[src/rmric_map.vh]
// Constants for the rate meter remote input control block
// Contract
// - Both asserted: first input's function acts first
// - Code 0 falling edge restarts measurement period
// - Code 1 edge clears total, keeps totalizing
// - Code 2 edge clears, gates totalizer while low
// - Code 3 totalizes only while input low
// - Code 4 low freezes display, captures secondary
// - Hold active: serial rate answers frozen value
// - Code 5 edge clears peak and valley
// - Code 6 clears peak, tracks while low
// - Code 7 clears valley, tracks while low
// - Code 8 edge releases latched alarms
// - Code 9 low forces alarms inactive
// - Code 10 falling edge toggles display
// - Code 11 triggered rate, frozen between triggers
// - Code 12 requests print, repeat after 800 ms
// - Second input has same independent functions
// - Filter levels 0..3 with settling limits
// - Alarm entry forced off when alarm display off
// - Hysteresis entry off if hidden or latching
// - Display select off keeps current display; a code 10 input still toggles it
// - Total above 999999 rolls over and flashes
`ifndef RMRIC_MAP_VH
`define RMRIC_MAP_VH
`define RMRIC_CLK_MHZ 200
`define RMRIC_MIN_LOW_MS 20
`define RMRIC_MIN_LOW_CYC (`RMRIC_MIN_LOW_MS * 1000 * `RMRIC_CLK_MHZ)
`define RMRIC_PRINT_MS 800
`define RMRIC_PRINT_CYC (`RMRIC_PRINT_MS * 1000 * `RMRIC_CLK_MHZ)
`define RMRIC_FILT0_MS 1500
`define RMRIC_FILT1_MS 2000
`define RMRIC_FILT2_MS 6000
`define RMRIC_FILT3_MS 13000
`define RMRIC_TOTAL_MAX 20'hf423f
`define RMRIC_FN_RESTART 4'h0
`define RMRIC_FN_TOT_CLR 4'h1
`define RMRIC_FN_TOT_GATE_CLR 4'h2
`define RMRIC_FN_TOT_GATE 4'h3
`define RMRIC_FN_HOLD 4'h4
`define RMRIC_FN_PV_CLR 4'h5
`define RMRIC_FN_PEAK 4'h6
`define RMRIC_FN_VALLEY 4'h7
`define RMRIC_FN_ALM_RST 4'h8
`define RMRIC_FN_ALM_OVR 4'h9
`define RMRIC_FN_TOGGLE 4'ha
`define RMRIC_FN_TRIG 4'hb
`define RMRIC_FN_PRINT 4'hc
`endif

[src/rmric_top.v]
// Remote input functions, panel permissions, filter and totalizer control
`timescale 1ns/1ps
`default_nettype none
`include "rmric_map.vh"
module rmric_top #(
   parameter integer MIN_LOW_CYC = `RMRIC_MIN_LOW_CYC,
   parameter integer PRINT_CYC = `RMRIC_PRINT_CYC,
   parameter integer FILT_SCALE = `RMRIC_CLK_MHZ * 1000
) (
   // Clock and reset
   input wire REF_CLK,
   input wire RESET,
   // Remote inputs, active low
   input wire REMOTE_INPUT_ONE_N,
   input wire REMOTE_INPUT_TWO_N,
   // Configuration
   input wire [3:0] FUNC_ONE,
   input wire [3:0] FUNC_TWO,
   input wire EFFICIENCY_DISPLAY_CHOICE,
   input wire ALARM_OPTION,
   input wire [1:0] FILTER_LEVEL,
   input wire SHOW_ALARM_CFG,
   input wire ENTER_ALARM_CFG,
   input wire SHOW_HYST_CFG,
   input wire ENTER_HYST_CFG,
   input wire ALARM_LATCHING,
   input wire DISPLAY_SELECT_CFG,
   // Measurement side
   input wire PERIOD_DONE,
   input wire [19:0] LIVE_RATE,
   input wire [19:0] LIVE_SECONDARY,
   input wire RATE_ABOVE_CUTOFF,
   input wire TOTAL_COUNT_PULSE,
   input wire PANEL_TOGGLE,
   // Control outputs
   output reg RESTART_PERIOD,
   output reg TOTAL_CLEAR,
   output wire TOTAL_ENABLE,
   output reg [19:0] TOTAL,
   output reg TOTAL_FLASH,
   output wire HOLD_ACTIVE,
   output reg [19:0] SHOWN_RATE,
   output reg [19:0] SHOWN_SECONDARY,
   output wire [19:0] SERIAL_RATE,
   output reg PEAK_CLEAR,
   output reg VALLEY_CLEAR,
   output wire PEAK_TRACK,
   output wire VALLEY_TRACK,
   output reg ALARM_LATCH_RELEASE,
   output wire ALARM_FORCE_OFF,
   output reg SHOW_SECONDARY,
   output reg PRINT_REQUEST,
   output wire [31:0] FILTER_SETTLE_CYC,
   output wire ALARM_ENTRY_ALLOWED,
   output wire HYST_ENTRY_ALLOWED,
   output wire DISPLAY_SELECT_ALLOWED
);
   wire [1:0] act;
   wire [1:0] fall;
   wire [1:0] rise;
   wire [7:0] funcs = {FUNC_TWO, FUNC_ONE};
   reg [1:0] gate;
   reg [1:0] pending;
   reg trig_armed;
   reg [31:0] print_count [0:1];
   reg next_restart;
   reg next_tclear;
   reg next_pclear;
   reg next_vclear;
   reg next_arel;
   reg next_toggle;
   reg next_print;
   reg [1:0] next_gate;
   reg [1:0] next_pending;
   reg hold;
   reg trig;
   reg track_p;
   reg track_v;
   reg ovr;
   reg gate_use;
   reg [3:0] f;
   reg [31:0] pc0;
   reg [31:0] pc1;
   integer i;
   integer j;

   ////////////////////////////////////////////////////////////////////
   genvar g;
   generate
      for (g = 0; g < 2; g = g + 1) begin : chan
         rmric_input #(.MIN_LOW_CYC(MIN_LOW_CYC)) u_in (
            .clk(REF_CLK),
            .reset(RESET),
            .pin_n(g == 0 ? REMOTE_INPUT_ONE_N : REMOTE_INPUT_TWO_N),
            .active(act[g]),
            .fall(fall[g]),
            .rise(rise[g])
         );
      end
   endgenerate

   ////////////////////////////////////////////////////////////////////
   // Events from both inputs; input one is decoded first, so when both
   // edges land together its action is issued and input two's waits
   always @* begin
      next_restart = 1'b0;
      next_tclear = 1'b0;
      next_pclear = 1'b0;
      next_vclear = 1'b0;
      next_arel = 1'b0;
      next_toggle = 1'b0;
      next_print = 1'b0;
      next_gate = gate;
      next_pending = 2'h0;
      hold = 1'b0;
      trig = 1'b0;
      track_p = 1'b0;
      track_v = 1'b0;
      ovr = 1'b0;
      gate_use = 1'b0;
      for (i = 0; i < 2; i = i + 1) begin
         f = funcs[i*4 +: 4];
         // Input two's edge deferred one cycle behind input one
         if ((i == 0 && fall[0]) || (i == 1 && pending[1])) begin
            case (f)
               `RMRIC_FN_RESTART: next_restart = 1'b1;
               `RMRIC_FN_TOT_CLR:
                  if (!EFFICIENCY_DISPLAY_CHOICE)
                     next_tclear = 1'b1;
               `RMRIC_FN_TOT_GATE_CLR:
                  if (!EFFICIENCY_DISPLAY_CHOICE) begin
                     next_tclear = 1'b1;
                     next_gate[i] = 1'b1;
                  end
               `RMRIC_FN_PV_CLR: begin
                  next_pclear = 1'b1;
                  next_vclear = 1'b1;
               end
               `RMRIC_FN_PEAK: next_pclear = 1'b1;
               `RMRIC_FN_VALLEY: next_vclear = 1'b1;
               `RMRIC_FN_ALM_RST: next_arel = ALARM_OPTION;
               `RMRIC_FN_TOGGLE: next_toggle = 1'b1;
               `RMRIC_FN_TRIG: next_restart = 1'b1;
               `RMRIC_FN_PRINT: next_print = 1'b1;
               default: next_restart = next_restart;
            endcase
         end
         if (i == 1 && fall[1])
            next_pending[1] = 1'b1;
         if (rise[i] || f != `RMRIC_FN_TOT_GATE_CLR)
            next_gate[i] = 1'b0;
         case (f)
            `RMRIC_FN_TOT_GATE_CLR: gate_use = 1'b1;
            `RMRIC_FN_TOT_GATE: gate_use = 1'b1;
            `RMRIC_FN_HOLD: hold = hold | act[i];
            `RMRIC_FN_PEAK: track_p = track_p | act[i];
            `RMRIC_FN_VALLEY: track_v = track_v | act[i];
            `RMRIC_FN_ALM_OVR: ovr = ovr | (act[i] & ALARM_OPTION);
            `RMRIC_FN_TRIG: trig = 1'b1;
            default: trig = trig;
         endcase
      end
   end

   // Gated totalizing: code 2 by latched gate, code 3 by level
   wire gate_open = ((FUNC_ONE == `RMRIC_FN_TOT_GATE_CLR) & gate[0])
      | ((FUNC_ONE == `RMRIC_FN_TOT_GATE) & act[0])
      | ((FUNC_TWO == `RMRIC_FN_TOT_GATE_CLR) & gate[1])
      | ((FUNC_TWO == `RMRIC_FN_TOT_GATE) & act[1]);
   assign TOTAL_ENABLE = !EFFICIENCY_DISPLAY_CHOICE
      & (gate_use ? gate_open : 1'b1)
      & (trig ? RATE_ABOVE_CUTOFF : 1'b1);
   assign HOLD_ACTIVE = hold;
   assign PEAK_TRACK = track_p;
   assign VALLEY_TRACK = track_v;
   assign ALARM_FORCE_OFF = ovr;
   // Serial read returns what is shown while held
   assign SERIAL_RATE = hold ? SHOWN_RATE : LIVE_RATE;

   ////////////////////////////////////////////////////////////////////
   // Print repeats every 800 ms of continued low
   always @* begin
      pc0 = print_count[0];
      pc1 = print_count[1];
   end

   always @(posedge REF_CLK) begin
      if (RESET) begin
         print_count[0] <= 32'h0;
         print_count[1] <= 32'h0;
      end else begin
         for (j = 0; j < 2; j = j + 1) begin
            if (!act[j] || funcs[j*4 +: 4] != `RMRIC_FN_PRINT)
               print_count[j] <= 32'h0;
            else if (print_count[j] >= PRINT_CYC - 1)
               print_count[j] <= 32'h0;
            else
               print_count[j] <= print_count[j] + 32'h1;
         end
      end
   end

   wire print_again = (act[0] && FUNC_ONE == `RMRIC_FN_PRINT
      && pc0 == PRINT_CYC - 1) || (act[1] && FUNC_TWO == `RMRIC_FN_PRINT
      && pc1 == PRINT_CYC - 1);

   ////////////////////////////////////////////////////////////////////
   always @(posedge REF_CLK) begin
      if (RESET) begin
         RESTART_PERIOD <= 1'b0;
         TOTAL_CLEAR <= 1'b0;
         PEAK_CLEAR <= 1'b0;
         VALLEY_CLEAR <= 1'b0;
         ALARM_LATCH_RELEASE <= 1'b0;
         PRINT_REQUEST <= 1'b0;
         SHOW_SECONDARY <= 1'b0;
         gate <= 2'h0;
         pending <= 2'h0;
         trig_armed <= 1'b0;
         SHOWN_RATE <= 20'h0;
         SHOWN_SECONDARY <= 20'h0;
         TOTAL <= 20'h0;
         TOTAL_FLASH <= 1'b0;
      end else begin
         RESTART_PERIOD <= next_restart;
         TOTAL_CLEAR <= next_tclear;
         PEAK_CLEAR <= next_pclear;
         VALLEY_CLEAR <= next_vclear;
         ALARM_LATCH_RELEASE <= next_arel;
         PRINT_REQUEST <= next_print | print_again;
         gate <= next_gate;
         pending <= next_pending;
         // Display toggle; panel toggle only when selection allowed
         if (next_toggle || (PANEL_TOGGLE && DISPLAY_SELECT_CFG))
            SHOW_SECONDARY <= !SHOW_SECONDARY;
         // Triggered mode: one update per completed triggered period
         if (trig && next_restart)
            trig_armed <= 1'b1;
         else if (trig && PERIOD_DONE)
            trig_armed <= 1'b0;
         if (hold) begin
            SHOWN_RATE <= SHOWN_RATE;
         end else if (trig) begin
            if (PERIOD_DONE && trig_armed) begin
               SHOWN_RATE <= LIVE_RATE;
               SHOWN_SECONDARY <= EFFICIENCY_DISPLAY_CHOICE ?
                  LIVE_SECONDARY : TOTAL;
            end
         end else begin
            SHOWN_RATE <= LIVE_RATE;
            SHOWN_SECONDARY <= EFFICIENCY_DISPLAY_CHOICE ?
               LIVE_SECONDARY : TOTAL;
         end
         // Totalizer with rollover flag; clear wins over counting
         if (next_tclear) begin
            TOTAL <= 20'h0;
            TOTAL_FLASH <= 1'b0;
         end else if (TOTAL_COUNT_PULSE && TOTAL_ENABLE) begin
            if (TOTAL == `RMRIC_TOTAL_MAX) begin
               TOTAL <= 20'h0;
               TOTAL_FLASH <= 1'b1;
            end else begin
               TOTAL <= TOTAL + 20'h1;
            end
         end
      end
   end

   ////////////////////////////////////////////////////////////////////
   // Panel permissions
   assign ALARM_ENTRY_ALLOWED = ALARM_OPTION & SHOW_ALARM_CFG
      & ENTER_ALARM_CFG;
   assign HYST_ENTRY_ALLOWED = ALARM_OPTION & SHOW_HYST_CFG
      & ENTER_HYST_CFG & !ALARM_LATCHING;
   assign DISPLAY_SELECT_ALLOWED = DISPLAY_SELECT_CFG;

   // Worst-case filter settling time in clock cycles
   reg [31:0] settle_ms;
   always @* begin
      case (FILTER_LEVEL)
         2'h0: settle_ms = `RMRIC_FILT0_MS;
         2'h1: settle_ms = `RMRIC_FILT1_MS;
         2'h2: settle_ms = `RMRIC_FILT2_MS;
         default: settle_ms = `RMRIC_FILT3_MS;
      endcase
   end
   assign FILTER_SETTLE_CYC = settle_ms * FILT_SCALE;
endmodule
`default_nettype wire

[src/rmric_input.v]
// One remote input: synchroniser, minimum-low filter, edge detector
`timescale 1ns/1ps
`default_nettype none
module rmric_input #(
   parameter integer MIN_LOW_CYC = 4000000
) (
   input wire clk,
   input wire reset,
   input wire pin_n,
   output reg active,
   output reg fall,
   output reg rise
);
   reg sync1;
   reg sync2;
   reg [31:0] low_count;

   // Two flops before anything reads the pin
   always @(posedge clk) begin
      if (reset) begin
         sync1 <= 1'b1;
         sync2 <= 1'b1;
      end else begin
         sync1 <= pin_n;
         sync2 <= sync1;
      end
   end

   // Low must persist before it counts; release is immediate
   always @(posedge clk) begin
      if (reset) begin
         low_count <= 32'h0;
         active <= 1'b0;
         fall <= 1'b0;
         rise <= 1'b0;
      end else begin
         fall <= 1'b0;
         rise <= 1'b0;
         if (sync2) begin
            low_count <= 32'h0;
            if (active) begin
               active <= 1'b0;
               rise <= 1'b1;
            end
         end else if (!active) begin
            if (low_count >= MIN_LOW_CYC - 1) begin
               active <= 1'b1;
               fall <= 1'b1;
            end else begin
               low_count <= low_count + 32'h1;
            end
         end
      end
   end
endmodule
`default_nettype wire

[config.mk]
export PLATFORM = sky130hd
export DESIGN_NAME = rmric_top
export DESIGN_NICKNAME = d
export VERILOG_FILES = /design/src/rmric_top.v /design/src/rmric_input.v
export VERILOG_INCLUDE_DIRS = /design/src
export SDC_FILE = /design/constraint.sdc
export NUM_CORES = 1
export LEC_CHECK = 0
export BUFFER_PORTS_ARGS = -buffer_cell sky130_fd_sc_hd__buf_2
export CORE_ASPECT_RATIO = 1.2
export CORE_MARGIN = 4
export CORE_UTILIZATION = 40
export CTS_CLUSTER_DIAMETER = 100
export DETAILED_ROUTE_END_ITERATION = 16
export GPL_ROUTABILITY_DRIVEN = 0
export SLEW_MARGIN = 15
export SYNTH_ARGS = -nofsm -noshare
export SYNTH_HDL_FRONTEND = slang
export SYNTH_HIERARCHICAL = 1
export SYNTH_SLANG_ARGS = --single-unit
[constraint.sdc]
create_clock -name REF_CLK -period 8.1 [get_ports REF_CLK]
set_input_delay 0.81 -clock REF_CLK [delete_from_list [all_inputs] [get_ports REF_CLK]]
set_output_delay 0.81 -clock REF_CLK [all_outputs]
set_load 0.02 [all_outputs]
Yosys cells after proc, flatten, opt, wreduce, memory -nomap -nowiden

Memories as Yosys holds them, arrays and structs flattened.
Index checks and enable logic that the tools add are counted.

Logic and storage cells: 247
Bits in writable memories: 64
Output and inout bits: 128
Memories: 1
Input bits: 66
Bits in registers: 146

Bitwise gates (word level): 35
Reductions and logical operators: 49
Order comparisons: 4
Eq/ne operators: 34
Muxes and demuxes: 91
$add $sub $neg: 5
$mul: 1

Memories:

| memory      | words | bits a word | read ports | clocked after Yosys merged registers in | write ports | line           | RTL |
|---|---|---|---|---|---|---|---|
| print_count | 2     | 32          | 2          | 0                                       | 2           | rmric_top.v:65 | `reg [31:0] print_count [0:1];` |

Operator list:

| cell                     | count |
|---|---|
| $mux W32                 | 6 |
| $mux W20                 | 7 |
| $add A32 B1 Y32 const B  | 4 |
| $mux W1                  | 77 |
| $eq A32 B28 Y1 const B   | 2 |
| $ge A32 B22 Y1 const B   | 2 |
| $ge A32 B28 Y1 const B   | 2 |
| $pmux W14 S3             | 1 |
| $eq A4 B4 Y1 const B     | 10 |
| $reduce_or A2 Y1         | 17 |
| $eq A4 B3 Y1 const B     | 8 |
| $mul A32 B12 Y26 const B | 1 |
| $add A20 B1 Y20 const B  | 1 |
| $eq A20 B20 Y1 const B   | 1 |
| $eq A4 B2 Y1 const B     | 4 |
| $or A1 B1 Y1             | 14 |
| $and A1 B1 Y1            | 13 |
| $logic_and A1 B1 Y1      | 9 |
| $eq A4 B1 Y1 const B     | 2 |
| $logic_not A4 Y1         | 2 |
| $ne A4 B2 Y1 const B     | 2 |
| $ne A4 B4 Y1 const B     | 2 |
| $not A1 Y1               | 8 |
| $reduce_and A2 Y1        | 4 |
| 9 further kinds          | 20 |

Depth between registers and ports, before layout

Depth in word-level cells: 10
Mapped depth: 13
Depth with buffers taken out: 13

Hierarchy

The synthesis kept the hierarchy.

By module, submodules not included:

| module      | sequential area each (µm²) | times used | cells an instance | area each (µm²) |
|---|---|---|---|---|
| rmric_top   | 3,363.2                    | 1          | 832               | 7,666.1 |
| rmric_input | 740.7                      | 2          | 175               | 1,537.7 |

Worst setup path before layout

OpenSTA, ideal clock, no wires.

Path type: input to output
Start point: input FILTER_LEVEL[0]
End point: output FILTER_SETTLE_CYC[29]
Path buffers: 0
Arrival: 3.238 ns
Data required time: 7.290 ns
Stages: 12
Path slack: 4.052 ns
Cell sequence: ha_1 inv_1 nand2_1 nand2_1 fa_1 inv_1 ha_1 o21ai_0 nand3b_1 a22o_1 o21ai_0 xnor2_1

Longest elaborated chain between the ends: 3
Elaborated cells between the ends (all ways): 5
Classes of those cells: mul: 1; eq/ne: 2; mux: 1; reduce/logical: 1

RTL lines:

| element                                    | line            | RTL |
|---|---|---|
| start, declared                            | rmric_top.v:21  | `input wire [1:0] FILTER_LEVEL,` |
| $eq A2 B2 Y1, or another cell as far along | rmric_top.v:280 | `case (FILTER_LEVEL)` |
| $pmux W14 S3 *                             | rmric_top.v:280 |  |
| $mul A32 B12 Y26 *                         | rmric_top.v:287 | `assign FILTER_SETTLE_CYC = settle_ms * FILT_SCALE;` |
| end, declared                              | rmric_top.v:53  | `output wire [31:0] FILTER_SETTLE_CYC,` |

Every way passes the cells marked *; elsewhere a longest branch is shown, timed or not.

Worst setup path in the final report

Same ends and word-level chain as after synthesis.

==> run_results.csv <==
group,metric,value,unit
timing,finalSetupTns,0,ns
grt,antenna_found_initial,5,
clock_network,insertion_delay,0.51,ns
hold_path,hold_class,"flop to flop",
synthesis,yosys.area.top_type_share,27.2,%
layout,seqCellArea,4840,µm²
synthesis,ys_warn_count,6,
timing,setup-violations-final,0,
route,drt_first_iter_violations,452,
route,final_antenna_net_count,0,
layout,nNetsFinal,1484,
placement,place_ws,3.85,ns
grt,grt_pass1_wl,41.9,mm
floorplan,floorplan.initialDensity,40.8,%
clock_network,cts_resized,0,
pwr,power_switching,0.578,mW
synthesis,syn_area,10700,µm²
critical_path,endpoint_kind,"output pin",
critical_path,cp.arrival,3.42,ns
pwr,ir_worst_vdd,130,µV
timing,relSlewSlack,29.8,%
critical_path,cp_max_fo,7,
grt,grt_overflow,0,
floorplan,die_x,158,µm
floorplan,core_area,26400,µm²
pwr,p_clk_share,44.7,%
placement,placed_area,12000,µm²
synthesis,synth_edf_count,64,
synthesis,synth_flop_cell,"dfxtp_1",
timing,period_share,52.2,%
timing,fmax,237,MHz
layout,multi_input_comb_area,5700,µm²
floorplan,die-area,29600,µm²
pwr,finalPower,2.42,mW
pwr,internal_power,1.85,mW
synthesis,synthCells,1182,
floorplan,rows,65,
placement,port-buffer-count,185,
route,drc_errors,0,
grt,track_usage,16.7,%
clock_network,clock_sinks,210,
outcome,status,"finished, final reports clean",
clock_network,cts_root_buffer,"clkbuf_16",
timing,fin_hold_ws,0.411,ns
clock_network,ctsHoldBuffers,0,
pwr,pwr-share-seq,46.8,%
synthesis,syn-mean-instance-area,9.09,µm²
route,wl_per_cell,14.7,µm
clock_network,cts_buffers,23,
timing,grt_setup_unrepaired,"no",
route,firstDrtPassIters,4,
critical_path,crit_required,7.29,ns
timing,finClkSkew,0.0115,ns
critical_path,cp-start-kind,"input port",
critical_path,reg2reg_from,"chan[1].u_in/low_count[17]$_SDFFE_PP0P_",
timing,final_hold_viol_count,0,
timing,setup_slack,3.87,ns
timing,period_minus_slack,4.23,ns
route,detail_route.vias_per_cell,5.18,
grt,grt_max_degree,62,
layout,syn_to_final_growth,19.8,%
route,routed_wl,25.8,mm
placement,dpl.hpwl,18.7,mm
critical_path,crit_type,"input port to output pin",
timing,slew_viol_final,0,
grt,grt_pass1_vias,8630,
synthesis,synthTopCellsByArea,"dfxtp_1, edfxtp_1, a21oi_1",
clock_network,post_cts_buffers,0,
layout,layout-drive-gt1-share,19.7,%
clock_network,cts_tree,"done",
pwr,p_comb_share,8.5,%
timing,worst_pin_slew,1.05,ns
synthesis,yosysSeqAreaShare,45.1,%
clock_network,cts_max_level,1,
synthesis,synth_top_cell_by_area,"dfxtp_1",
synthesis,ys_ff_latch,210,
layout,fin_area,12900,µm²
synthesis,async_flop_share,0,%
run,cap_violations,0,
floorplan,die_h,188,µm
pwr,power_density,188,nW/µm²
synthesis,synth_cell_type_count,68,
pwr,leakagePower,4.87,nW
hold_path,min_from,"chan[0].u_in/sync1$_SDFF_PP1_",
floorplan,ios,194,
clock_network,path_clk_slew,0.06,ns
clock_network,clk_path_buf_depth,3,
layout,fillCellCount,2553,
route,vias,9085,
critical_path,startpoint,"FILTER_LEVEL[0]",
pwr,switching_share,23.9,%
[sequential cells by signal (all words and copies together), names as in the netlist, 2 cells and up]
register             cells
chan.u_in/low_count     64
chan.u_in/active         2
SHOWN_SECONDARY         20
print_count             64
SHOWN_RATE              20
chan.u_in/sync1          2
chan.u_in/rise           2
chan.u_in/sync2          2
TOTAL                   20
gate                     2
chan.u_in/fall           2
[path summary, 6_finish.rpt]
kind	slack, ns	depth (start not counted)	endpoint
hold reg to reg	0.41	1	chan[0].u_in/sync2$_SDFF_PP1_
hold / removal	0.41	1	chan[0].u_in/sync2$_SDFF_PP1_
setup reg to reg	5.57	5	chan[1].u_in/low_count[18]$_SDFFE_PP0P_
setup / recovery	3.87	15	FILTER_SETTLE_CYC[29]
[final cells by class]
cell class	instances	area share (%)
Inverter	37	1.08
Clock buffer	32	5.05
Sequential cell	210	37.7
Antenna cell	5	0.0973
Tap cell	335	3.26
Multi-Input combinational cell	936	44.3
Timing Repair Buffer	189	7.43
Clock inverter	10	1.12
[worst max-delay path, cell delays in order]
cell and delay, ns:
buf_2 0.13, inv_1 0.12, ha_1 0.32, inv_1 0.14
nand2_1 0.14, nand2_1 0.09, fa_1 0.49, inv_1 0.04
ha_1 0.27, o21ai_0 0.07, nand3b_1 0.09, a22o_1 0.18
o21ai_0 0.19, xnor2_1 0.13, buf_2 0.18
[placed cells by master (no fill, tap or decap), types with 31 or more instances in the layout]
| cell type | netlist | final |
|---|---|---|
| edfxtp_1 | 64 | 64 |
| dfxtp_1 | 146 | 146 |
| o21ai_0 | 36 | 36 |
| a21oi_1 | 91 | 90 |
| inv_1 | 37 | 37 |
| nand2_1 | 109 | 109 |
| buf_2 | 17 | 185 |
| xnor2_1 | 38 | 38 |
| nand3_1 | 45 | 45 |
| conb_1 | 2 | 81 |
| xor2_1 | 31 | 31 |
| nor2_1 | 97 | 97 |
| nor3_1 | 50 | 50 |
| nand4_1 | 34 | 34 |
[power by group through the flow]
| stage | combinational [mW] | sequential, mW | clock, mW |
|---|---|---|---|
| 2_1_floorplan | 0.131 | 1.17 | 0 |
| 3_3_place_gp | 0.203 | 1.16 | 0 |
| 3_5_place_dp | 0.205 | 1.16 | 0 |
| 4_1_cts | 0.206 | 1.14 | 1.12 |
| 5_1_grt | 0.226 | 1.14 | 1.16 |
| 6_report | 0.205 | 1.14 | 1.08 |
[metrics by stage]
step	utilization, %	instances
2_1_floorplan	-	1261
3_3_place_gp	45.7	1707
3_5_place_dp	45.7	1707
4_1_cts	48.7	1749
5_1_grt	48.8	1752
6_report	48.8	1754
[logic make-up after synthesis]
logic type                 count (synthesis)  share of synthesized area, %
buffers and inverters                    115                          5.04
and+or+nand+nor                          504                          24.8
muxes                                     44                          4.36
xor gates and xnor gates                  69                          5.63
adders and majority gates                 21                          2.52
other                                      2                        0.0699
AOI/OAI and AO/OA                        217                          12.5
DFF                                      210                          45.1
[Yosys cell counts, types with 12 or more instances]
master    count
xor2_1       31
edfxtp_1     64
nand2_1     109
buf_2        17
clkbuf_1     35
or3_1        25
or4_1        29
mux2i_1      22
nor2_1       97
and2_1       26
nor4_1       16
nor3_1       50
nand4_1      34
o21ai_0      36
buf_4        19
nand3_1      45
o31ai_1      29
dfxtp_1     146
and3_1       12
mux2_2       22
ha_1         20
inv_1        37
xnor2_1      38
or2_2        14
a21oi_1      91
a211oi_1     26
[routing by layer]
layer	vias to the layer above	share of wire, %	track usage (%)	wire length, µm
met3	39	5.6	2.70	1440
met1	4239	43	21.1	11100
met5	-	0	0	0
li1	4630	-	-	-
met4	0	2.4	5.16	631
met2	177	49	29.2	12600
No activity file was read; power rests on OpenSTA's default activity.
